[src/verilog/hgcs_consts.vh]
// Register offsets, field positions and reset values of the hub config bank
`ifndef HGCS_CONSTS_VH
`define HGCS_CONSTS_VH
`define HGCS_ADDR_W           8
`define HGCS_OFF_TOPCFG       8'h02
`define HGCS_OFF_SILVER       8'h03
`define HGCS_OFF_LINKSTS      8'h04
`define HGCS_OFF_PARHI        8'h05
`define HGCS_OFF_PARLO        8'h06
`define HGCS_BIT_I2CMEN       5
`define HGCS_BIT_OUTENMODE    4
`define HGCS_BIT_OUTEN        3
`define HGCS_BIT_IDLESEL      2
`define HGCS_BIT_PARCHKEN     1
`define HGCS_BIT_REFOVR       0
`define HGCS_TOPCFG_RST       8'h1e
`define HGCS_TOPCFG_WMASK     8'h3f
`define HGCS_BIT_SUMOK        7
`define HGCS_BIT_INITDONE     6
`define HGCS_BIT_REFINRANGE   4
`define HGCS_PARHI_RST        8'h01
`define HGCS_PARLO_RST        8'h00
`define HGCS_OUT_NORMAL       2'h0
`define HGCS_OUT_HIZ          2'h1
`define HGCS_OUT_LP11         2'h2
`define HGCS_OUT_HS0          2'h3
`define HGCS_REF_MIN_MHZ      12
`define HGCS_REF_MAX_MHZ      64
`define HGCS_CLK_MHZ          125
`define HGCS_REF_WIN_CYC      16'd1000
`endif

[src/verilog/hgcs_sync.v]
// Three-flop input synchroniser with second/third agreement
`timescale 1ns/1ps
`default_nettype none
module hgcs_sync #(
  parameter W = 1
) (
  input  wire         ref_clk,
  input  wire         nrst,
  input  wire [W-1:0] din,
  output wire [W-1:0] dout
);
  reg [W-1:0] s1Q;
  reg [W-1:0] s2Q;
  reg [W-1:0] s3Q;
  reg [W-1:0] outQ;
  genvar i;
  always @(posedge ref_clk or negedge nrst) begin
    if (!nrst) begin
      s1Q <= {W{1'b0}};
      s2Q <= {W{1'b0}};
      s3Q <= {W{1'b0}};
    end else begin
      s1Q <= din;
      s2Q <= s1Q;
      s3Q <= s2Q;
    end
  end
  generate
    for (i = 0; i < W; i = i + 1) begin : gBit
      always @(posedge ref_clk or negedge nrst) begin
        if (!nrst) begin
          outQ[i] <= 1'b0;
        end else if (s2Q[i] == s3Q[i]) begin
          outQ[i] <= s3Q[i];
        end
      end
    end
  endgenerate
  assign dout = outQ;
endmodule // hgcs_sync
`default_nettype wire

[src/verilog/hgcs_par_counter.v]
// Per-port parity error counter with threshold flag
`timescale 1ns/1ps
`default_nettype none
module hgcs_par_counter #(
  parameter CW = 16
) (
  input  wire          ref_clk,
  input  wire          nrst,
  input  wire          countEn,
  input  wire          parErr,
  input  wire          clearCnt,
  input  wire [CW-1:0] limit,
  output wire          errFlag
);
  reg [CW-1:0] cntQ;
  reg          flagQ;
  wire         sat = &cntQ;
  always @(posedge ref_clk or negedge nrst) begin
    if (!nrst) begin
      cntQ  <= {CW{1'b0}};
      flagQ <= 1'b0;
    end else begin
      // Saturate rather than wrap, so the flag cannot fall back
      if (clearCnt) begin
        cntQ <= {CW{1'b0}};
      end else if (countEn && parErr && !sat) begin
        cntQ <= cntQ + {{(CW-1){1'b0}}, 1'b1};
      end
      // Counter and limit both compared; a new error holds the flag over the clear, but the clear still zeroes the counter
      flagQ <= (cntQ >= limit) && !(clearCnt && !(countEn && parErr));
    end
  end
  assign errFlag = flagQ;
endmodule // hgcs_par_counter
`default_nettype wire

[src/verilog/hgcs_top.v]
// Shared configuration and status register bank of the deserializer hub
// Functional notes
// - Local I2C master enabled only while config bit 5 is set.
// - Mode bit 4 clear and no assigned port locked: output high impedance.
// - Mode bit 4 set, no lock: output follows its control, LP-11 with bits 3 and 2 set.
// - No lock, idle select 1, output enable 0: outputs high impedance.
// - No lock, mode bit 4 set, idle select 0: outputs driven to HS-0.
// - Parity checked only while bit 1 is set.
// - Override bit 0 forces reference clock reported present.
// - Revision register: step code bits 7:4, mask code bits 3:0.
// - Status bit 7 shows configuration checksum passed after init.
// - Status bit 6 shows power-up initialization complete.
// - Status bit 4 set while reference clock is 12 to 64 MHz.
// - Sixteen-bit limit: upper register bits 15:8, lower bits 7:0.
// - Per port flag set once parity errors reach the limit.
`timescale 1ns/1ps
`default_nettype none
`include "hgcs_consts.vh"
module hgcs_top #(
  parameter       NPORT     = 4,
  parameter [3:0] STEP_CODE = 4'h0, // Arbitrary value
  parameter [3:0] MASK_CODE = 4'h0  // Arbitrary value
) (
  input  wire                   ref_clk,
  input  wire                   nrst,
  input  wire [7:0]             regAddr,
  input  wire                   regWrite,
  input  wire                   regRead,
  input  wire [7:0]             regWdata,
  output wire [7:0]             regRdata,
  input  wire [NPORT-1:0]       portLock,
  input  wire [NPORT-1:0]       portAssigned,
  input  wire [NPORT-1:0]       portParErr,
  input  wire [NPORT-1:0]       portErrClear,
  output wire [NPORT-1:0]       portParFlag,
  input  wire                   referenceClockInput,
  input  wire                   configSumPassedIn,
  input  wire                   initDoneIn,
  output wire                   i2cMasterEn,
  output wire                   parityCheckEn,
  output wire [1:0]             cameraOutState,
  output wire                   refClockPresent
);
  reg  [7:0]  cfgQ;
  reg  [7:0]  parHiQ;
  reg  [7:0]  parLoQ;
  reg  [7:0]  rdataQ;
  reg  [15:0] winCntQ;
  reg  [15:0] edgeCntQ;
  reg         refPrevQ;
  reg         inRangeQ;
  reg  [7:0]  rdataD;
  reg  [1:0]  outStateD;
  wire [2:0]  syncOut;
  wire        refSync;
  wire        sumOk;
  wire        initDone;
  wire        anyLock;
  wire [15:0] parityLimitValue;
  wire        winEnd;
  // Edges per 1000 cycles at 125 MHz: 12 MHz -> 96, 64 MHz -> 512
  wire [31:0] minEdgesW = `HGCS_REF_MIN_MHZ * `HGCS_REF_WIN_CYC
                          / `HGCS_CLK_MHZ;
  wire [31:0] maxEdgesW = `HGCS_REF_MAX_MHZ * `HGCS_REF_WIN_CYC
                          / `HGCS_CLK_MHZ;
  wire [15:0] minEdges  = minEdgesW[15:0];
  wire [15:0] maxEdges  = maxEdgesW[15:0];
  genvar p;

  hgcs_sync #(
    .W (3)
  ) uSync (
    .ref_clk (ref_clk),
    .nrst    (nrst),
    .din     ({referenceClockInput, configSumPassedIn, initDoneIn}),
    .dout    (syncOut)
  );
  assign refSync  = syncOut[2];
  assign sumOk    = syncOut[1];
  assign initDone = syncOut[0];

  always @(posedge ref_clk or negedge nrst) begin
    if (!nrst) begin
      cfgQ   <= `HGCS_TOPCFG_RST;
      parHiQ <= `HGCS_PARHI_RST;
      parLoQ <= `HGCS_PARLO_RST;
    end else if (regWrite) begin
      case (regAddr)
        `HGCS_OFF_TOPCFG: cfgQ   <= regWdata & `HGCS_TOPCFG_WMASK;
        `HGCS_OFF_PARHI:  parHiQ <= regWdata;
        `HGCS_OFF_PARLO:  parLoQ <= regWdata;
        default:          cfgQ   <= cfgQ;
      endcase
    end
  end

  assign parityLimitValue = {parHiQ, parLoQ};

  // Sampled reference clock is only a coarse measure; fast clocks alias
  assign winEnd = (winCntQ == `HGCS_REF_WIN_CYC - 16'd1);
  always @(posedge ref_clk or negedge nrst) begin
    if (!nrst) begin
      winCntQ  <= 16'h0000;
      edgeCntQ <= 16'h0000;
      refPrevQ <= 1'b0;
      inRangeQ <= 1'b0;
    end else begin
      refPrevQ <= refSync;
      winCntQ  <= winEnd ? 16'h0000 : winCntQ + 16'h0001;
      if (winEnd) begin
        edgeCntQ <= 16'h0000;
        inRangeQ <= (edgeCntQ >= minEdges) && (edgeCntQ <= maxEdges);
      end else if (refSync && !refPrevQ && !(&edgeCntQ)) begin
        edgeCntQ <= edgeCntQ + 16'h0001;
      end
    end
  end

  assign refClockPresent = cfgQ[`HGCS_BIT_REFOVR] | inRangeQ;
  assign i2cMasterEn     = cfgQ[`HGCS_BIT_I2CMEN];
  assign parityCheckEn   = cfgQ[`HGCS_BIT_PARCHKEN];
  assign anyLock         = |(portLock & portAssigned);

  always @* begin
    outStateD = `HGCS_OUT_NORMAL;
    if (!anyLock) begin
      if (!cfgQ[`HGCS_BIT_OUTENMODE]) begin
        outStateD = `HGCS_OUT_HIZ;
      end else if (!cfgQ[`HGCS_BIT_IDLESEL]) begin
        outStateD = `HGCS_OUT_HS0;
      end else if (!cfgQ[`HGCS_BIT_OUTEN]) begin
        outStateD = `HGCS_OUT_HIZ;
      end else begin
        outStateD = `HGCS_OUT_LP11;
      end
    end
  end
  assign cameraOutState = outStateD;

  generate
    for (p = 0; p < NPORT; p = p + 1) begin : gPort
      hgcs_par_counter #(
        .CW (16)
      ) uCnt (
        .ref_clk  (ref_clk),
        .nrst     (nrst),
        .countEn  (cfgQ[`HGCS_BIT_PARCHKEN]),
        .parErr   (portParErr[p]),
        .clearCnt (portErrClear[p]),
        .limit    (parityLimitValue),
        .errFlag  (portParFlag[p])
      );
    end
  endgenerate

  always @* begin
    rdataD = 8'h00;
    case (regAddr)
      `HGCS_OFF_TOPCFG: rdataD = cfgQ;
      `HGCS_OFF_SILVER: rdataD = {STEP_CODE, MASK_CODE};
      `HGCS_OFF_LINKSTS: begin
        rdataD[`HGCS_BIT_SUMOK]      = sumOk && initDone;
        rdataD[`HGCS_BIT_INITDONE]   = initDone;
        rdataD[`HGCS_BIT_REFINRANGE] = inRangeQ;
      end
      `HGCS_OFF_PARHI:  rdataD = parHiQ;
      `HGCS_OFF_PARLO:  rdataD = parLoQ;
      default:          rdataD = 8'h00;
    endcase
  end

  always @(posedge ref_clk or negedge nrst) begin
    if (!nrst) begin
      rdataQ <= 8'h00;
    end else if (regRead) begin
      rdataQ <= rdataD;
    end
  end
  assign regRdata = rdataQ;
endmodule // hgcs_top
`default_nettype wire

[config.mk]
export PLATFORM = sky130hd
export DESIGN_NAME = hgcs_top
export DESIGN_NICKNAME = d
export VERILOG_FILES = /design/src/verilog/hgcs_sync.v /design/src/verilog/hgcs_par_counter.v /design/src/verilog/hgcs_top.v
export VERILOG_INCLUDE_DIRS = /design/src /design/src/verilog
export SDC_FILE = /design/constraint.sdc
export NUM_CORES = 1
export LEC_CHECK = 0
export CAP_MARGIN = 10
export CORE_MARGIN = 10
export CORE_UTILIZATION = 55
export CTS_CLUSTER_DIAMETER = 120
export DETAILED_ROUTE_END_ITERATION = 16
export DONT_BUFFER_PORTS = 1
export PLACE_DENSITY = 0.84
export SLEW_MARGIN = 20
export SYNTH_ARGS = -nofsm -noshare
export SYNTH_HDL_FRONTEND = slang
export SYNTH_SLANG_ARGS = --single-unit
[constraint.sdc]
create_clock -name ref_clk -period 1.9 [get_ports ref_clk]
set_input_delay 0.285 -clock ref_clk [delete_from_list [all_inputs] [get_ports ref_clk]]
set_output_delay 0.285 -clock ref_clk [all_outputs]
set_load 0.01 [all_outputs]
==> results.cfg, run 1 <==
[floorplan]
coreArea_um2 = 15800
num_rows = 46
dieArea_um2 = 21500
initial_utilization = 0.558
die_y_um = 147
io_pins = 56
die_w_um = 147

[setup_path]
worstPathRequired_ns = 2.27
slowest_stage = or4b_4
critPathBufInv = 0
start_kind = flip-flop
cp.arrival_ns = 2.36
cp_max_fo = 8
crit_path_max_incr_delay_ns = 0.58
cp_top_family = simple AND/OR/NAND/NOR gates
crit_type = reg -> reg
end_kind = flip-flop
worstPathCellList = nand2_2 > or4b_4 > or4_1 > a21oi_2

[sta]
finalSetupViolCount = 8
slew_violations = 0
hold-worst-slack_ns = -0.464
slew_headroom = 0.648
grt_setup_unrepaired = yes
post-route-period-util = 1.05
finalHoldViolations = 159
period_minus_slack_ns = 1.99
max_freq_ghz = 0.503
worst_pin_slew_ns = 0.514
setup_ws_ns = -0.0893
fin_skew_ns = 0.00977

[drt]
viasPerCell = 6.59
first_iter_violations = 720
num_vias = 8059
final_antenna_net_count = 0
wl_um = 25600
drc = 0
dr.pass1.iters = 7
wire_per_inst_um = 20.9

[synthesis]
synth.ff_latch_count = 144
synth_edf_count = 0
async_reset_ff_frac = 1.00
synth_nets = 1023
ys.flop_type = dfrtp_1
syn_avg_cell_area_um2 = 9.65
ys_types = 64
syn_inst = 913
yosysWarnings = 0
yosysSeqAreaShare = 0.410
synth.cell_area_um2 = 8810

[pwr]
p_int_mw = 5.43
clock_power_share = 0.464
power_frac_seq = 0.445
combPwrFrac = 0.091
sw_frac_of_total = 0.273
peakVddDrop_uv = 637
power_density_nw_per_um2 = 700
p_total_mw = 7.46
p_switching_mw = 2.04
power.leakage_nw = 4.61

[clocking]
cts_root_buffer = clkbuf_16
clock-sinks = 144
clk_latency_ns = 0.44
cts_tree = done
htree_levels = 4
clk_pin_slew_ns = 0.07
hold_buffers = 15
cts_buffers = 17
clockBufferDepth = 2

[worst_hold_path]
holdCritPathClass = in -> async

[run_status]
violations = hold timing, setup timing
status = complete, but fails checks

[grt]
antenna_found_initial = 1
grt_usage = 0.214
overflow = 0
grt_max_degree = 145
grt_pass1_vias = 7505
grt_pass1_wl_um = 38100

[cells_and_area]
nets = 1102
fill_cells = 1121
regArea_um2 = 3610
multiInputGateArea_um2 = 5200
syn2layout_area_growth_pct = 21.1
fin_area_um2 = 10700
drive_above_1_share = 0.222

[placement]
gp_congestion = 0.922
placed_cell_area_um2 = 9530
io_buffers = 0
dp_hpwl_um = 15700

[job]
drv_cap = 0
[cells by family after synthesis]
kind of cell	synth area share
AND/OR/NAND/NOR	0.220
AO/OA/AOI/OAI	0.158
flip-flops	0.410
buffers and inverters	0.0369
adder cells (fa/ha/maj)	0.104
multiplexers	0.0584
XOR/XNOR	0.0129
[power groups by stage]
stage / combinational (mW) / clock (mW) / sequential, mW
5_1_grt: 0.741 / 3.63 / 3.34
2_1_floorplan: 0.465 / 0 / 3.32
3_5_place_dp: 0.540 / 0 / 3.37
4_1_cts: 0.593 / 3.48 / 3.32
3_3_place_gp: 0.511 / 0 / 3.36
6_report: 0.677 / 3.46 / 3.32
[routing by layer]
metal	track usage	share of wire	vias up
met1	0.263	0.40	3913
li1	-	-	3631
met3	0.0507	0.071	116
met5	0	0	-
met2	0.351	0.48	399
met4	0.0936	0.051	0
[path summary, 6_finish.rpt]
path                            startpoint                      to  slack, ns  cells after the start
max                                cfgQ[1]  gPort[3].uCnt.cntQ[11]      -0.09                      4
min                                   nrst             regRdata[3]      -0.46                      0
max reg2reg                        cfgQ[1]  gPort[3].uCnt.cntQ[11]      -0.09                      4
min reg2reg                   uSync.s1Q[1]            uSync.s2Q[1]       0.35                      0
max in group asynchronous             nrst               parHiQ[0]       2.07                      0
min in group ref_clk       portErrClear[3]  gPort[3].uCnt.cntQ[13]      -0.10                      1
[layout make-up]
type                            count  area share
Multi-Input combinational cell    689       0.488
Sequential cell                   144       0.339
Timing Repair Buffer               97      0.0761
Clock buffer                       18      0.0412
Tap cell                          216      0.0254
Inverter                           43      0.0154
Clock inverter                     14      0.0148
Antenna cell                        2    0.000469
[flip-flops by register name (all words and copies together) (netlist names)]
register,cells
parLoQ,8
gPort.uCnt.errFlag,4
uSync.s3Q,3
refPrevQ,1
parHiQ,8
winCntQ,16
uSync.dout,3
regRdata,8
edgeCntQ,16
inRangeQ,1
cfgQ,6
uSync.s2Q,3
uSync.s1Q,3
gPort.uCnt.cntQ,64
[per-stage QoR]
stage	util	setup slack, ns	hold slack [ns]	std cells	setup TNS, ns
after detailed placement	0.604	-0.120	-0.00577	1165	-0.585
final	0.676	-0.0893	-0.464	1223	-0.417
after global placement	0.604	-0.00721	-0.00451	1165	-0.0173
after global routing	0.676	-0.134	-0.481	1223	-1.18
after CTS	0.656	-0.0203	-0.467	1214	-0.0276
after floorplan	-	-0.122	-0.0106	913	-0.492
[cells in the mapped netlist (all sizes together) (4+ instances only)]
master | number | share of area
o311ai | 6 | 0.0060
xnor2 | 4 | 0.0040
nand3 | 46 | 0.027
inv | 43 | 0.018
nor3 | 20 | 0.013
dfstp | 5 | 0.015
buf | 14 | 0.0088
mux2i | 12 | 0.014
a22o | 5 | 0.0050
a32oi | 5 | 0.0050
o21ai | 25 | 0.014
and3 | 19 | 0.013
clkbuf | 23 | 0.0098
nand2 | 73 | 0.031
xor2 | 9 | 0.0090
mux2 | 35 | 0.045
a22oi | 8 | 0.0068
and4 | 19 | 0.019
a221oi | 4 | 0.0040
or3 | 14 | 0.010
nor4 | 15 | 0.011
o31ai | 17 | 0.014
nor2b | 15 | 0.011
or2 | 4 | 0.0028
a2bb2oi | 4 | 0.0040
nor2 | 41 | 0.017
or4 | 24 | 0.021
o22ai | 8 | 0.0057
and4b | 4 | 0.0045
a31oi | 7 | 0.0050
a21oi | 70 | 0.040
ha | 71 | 0.10
a21o | 6 | 0.0051
nand2b | 12 | 0.0085
a2111oi | 6 | 0.0060
o41ai | 8 | 0.0080
a211oi | 6 | 0.0051
o21a | 8 | 0.0068
and2 | 7 | 0.0050
dfrtp | 139 | 0.39
nand4 | 26 | 0.018
[placed cells by master, fill, tap and decap left out, types with 12 or more instances in the layout]
cell type      Yosys  layout
ha_1              71      63
mux2i_1           12      12
nand2_1           73      72
clkbuf_16          0      17
nand3_1           44      41
inv_1             43      36
or4_1             23      19
nor2_1            41      40
dfrtp_1          139     135
dlygate4sd3_1      0      15
nor3_1            19      18
nand4_1           26      26
and3_1            19      18
o21ai_0           25      25
nor2b_1           15      15
mux2_2            35      27
o31ai_1           17      17
a21oi_1           70      62
buf_4              4      77
or3_1             13      12
nand2b_1          12      12
and4_1            19      16
[repair_timing]
| action | 4_1_cts | 5_1_grt |
|---|---|---|
| setup buffers | 2 | 7 |
| endpoints found under the hold margin | 216 | 159 |
| gates resized for setup | 16 | 62 |
| cloned | 0 | 0 |
| pin swaps | 6 | 20 |
| setup endpoints to repair | 12 | 41 |
No activity file was read; power rests on OpenSTA's default activity.
==> run 2, diff against run 1 <==
- CELL_PAD_IN_SITES_DETAIL_PLACEMENT: unset -> 0
- CELL_PAD_IN_SITES_GLOBAL_PLACEMENT: unset -> 1
- CORE_UTILIZATION: 55 -> 46
- PLACE_DENSITY: 0.84 -> 0.88
==> run 2 against run 1 <==
The run ends with hold timing left. Sequential share of layout area is 0.056 points higher. Non-clock buffer count is 12 higher. Clock power is 4% lower. Die area is 17% higher. Sequential cell count stayed put. Global-route usage is 2.5 points lower. Clock skew is 0.0033 ns lower. Total power is 1.9% lower. Worst hold slack better by 0.019 ns. Combinational power is 1% lower. Sequential power hardly changed. Critical path type unchanged. Largest power group is now sequential cells.
==> results.cfg, run 2 (synthesis results as in run 1) <==
[pwr]
power_density_nw_per_um2 = 688
p_total_mw = 7.32
power.leakage_nw = 4.65
peakVddDrop_uv = 508

[sta]
hold-worst-slack_ns = -0.445
slew_headroom = 0.575
slew_violations = 0
post-route-period-util = 0.996
finalHoldViolations = 144
grt_setup_unrepaired = yes
finalSetupViolCount = 0
setup_tns_ns = 0
worst_pin_slew_ns = 0.635
fin_skew_ns = 0.00650
max_freq_ghz = 0.528
period_minus_slack_ns = 1.89

[worst_hold_path]
holdCritPathClass = in -> async

[placement]
io_buffers = 0
dp_hpwl_um = 16300
gp_congestion = 0.821
placed_cell_area_um2 = 9640
dp_cells = 1197

[grt]
antenna_found_initial = 0
grt_pass1_vias = 7255
grt_pass1_wl_um = 37800
grt_max_degree = 145
grt_usage = 0.189
overflow = 0

[cells_and_area]
nets = 1114
top_regs = gPort.uCnt.cntQ (64), edgeCntQ (16), winCntQ (16)
fin_cells = 1250
fill_cells = 1576
final_common_cell = dfrtp_1
drive_above_1_share = 0.212
regArea_um2 = 3610
diodes = 0
fin_area_um2 = 10600
syn2layout_area_growth_pct = 20.8
multiInputGateArea_um2 = 5100
final_cell_mix = 137 x dfrtp_1, 88 x buf_4, 71 x nand2_1
regMostFlops = gPort.uCnt.cntQ
largest_reg_flops = 64

[clocking]
clk_pin_slew_ns = 0.06
clock-sinks = 144
clockBufferDepth = 2
cts_buffers = 17
clk_latency_ns = 0.42
cts_tree = done
htree_levels = 4
cts_root_buffer = clkbuf_16

[setup_path]
cp.arrival_ns = 2.23
cp_top_family = simple AND/OR/NAND/NOR gates
end_kind = flip-flop
crit_path_max_incr_delay_ns = 0.54
cp_num_cells = 7
cp_max_fo = 4
r2r-start = parLoQ[7]
reg2reg_slack_ns = 0.008
start_kind = flip-flop
reg2regPathDepth = 7
worstPathRequired_ns = 2.24
critPathBufInv = 2
crit_type = reg -> reg
worstReg2RegEnd = gPort[1].uCnt.errFlag
worstPathCellList = inv_2 > buf_12 > ha_1 > and2_4 > nand3_1 > or4_4 > a32oi_2
slowest_stage = or4_4

[floorplan]
die_w_um = 158
dieArea_um2 = 25100
coreArea_um2 = 18800
die_y_um = 158
initial_utilization = 0.469
io_pins = 56
num_rows = 50

[run_status]
status = complete, but fails checks
violations = hold timing

[drt]
wl_um = 23500
drc = 0
wire_per_inst_um = 18.8
first_iter_violations = 640
wl_met2_um = 10700
wl_met1_um = 11000
dr.pass1.iters = 5
top_layer_used = met4
viasPerCell = 6.10
dr_wl_met3_um = 1320
final_antenna_net_count = 0
num_vias = 7624

[job]
drv_cap = 0
-- run 2: worst max-delay path by stage --
stage | endpoint | slack (ns) | startpoint
after floorplan | gPort[3].uCnt.cntQ[13] | -0.12 | cfgQ[1]
after global placement | gPort[3].uCnt.cntQ[9] | -0.03 | cfgQ[1]
after detailed placement | gPort[3].uCnt.cntQ[11] | -0.06 | cfgQ[1]
after CTS | gPort[0].uCnt.errFlag | 0.004 | parHiQ[0]
after global routing | gPort[3].uCnt.cntQ[11] | -0.06 | cfgQ[1]
final | gPort[1].uCnt.errFlag | 0.008 | parLoQ[7]
-- run 2: metal layers --
metal  vias up  global-route usage
li1       3647                   -
met1      3722               0.258
met2       220               0.292
met3        35              0.0397
met4         0              0.0618
met5         -                   0
-- run 2: layout make-up --
type,instances,share of cell area
inverters,43,0.0154
clock inverters,13,0.0129
clock buffers,18,0.0413
repair buffers,109,0.0834
flip-flops and latches,144,0.340
multi-input cells,689,0.480
well taps,234,0.0275
-- run 2: timing repair --
action / 4_1_cts / 5_1_grt
gates resized for setup: 7 / 46
hold buffers: 15 / 2
pin swaps: 3 / 14
cloned: 0 / 1
hold endpoints to repair: 209 / 146
endpoints found under the setup margin: 9 / 30
setup buffers: 0 / 4
-- run 2: stage by stage --
step,worst slack [ns],utilization
detailed placement,-0.0570,0.514
CTS,0.00422,0.553
floorplan,-0.122,-
global route,-0.0574,0.567
finish,0.00784,0.567
global placement,-0.0284,0.514
-- run 2: report_power, final --
| group | total [mW] | internal [mW] | switching, mW |
|---|---|---|---|
| logic | 0.668 | 0.335 | 0.333 |
| clock network | 3.32 | 1.96 | 1.36 |
| registers | 3.33 | 3.19 | 0.143 |
| total | 7.32 | 5.48 | 1.84 |
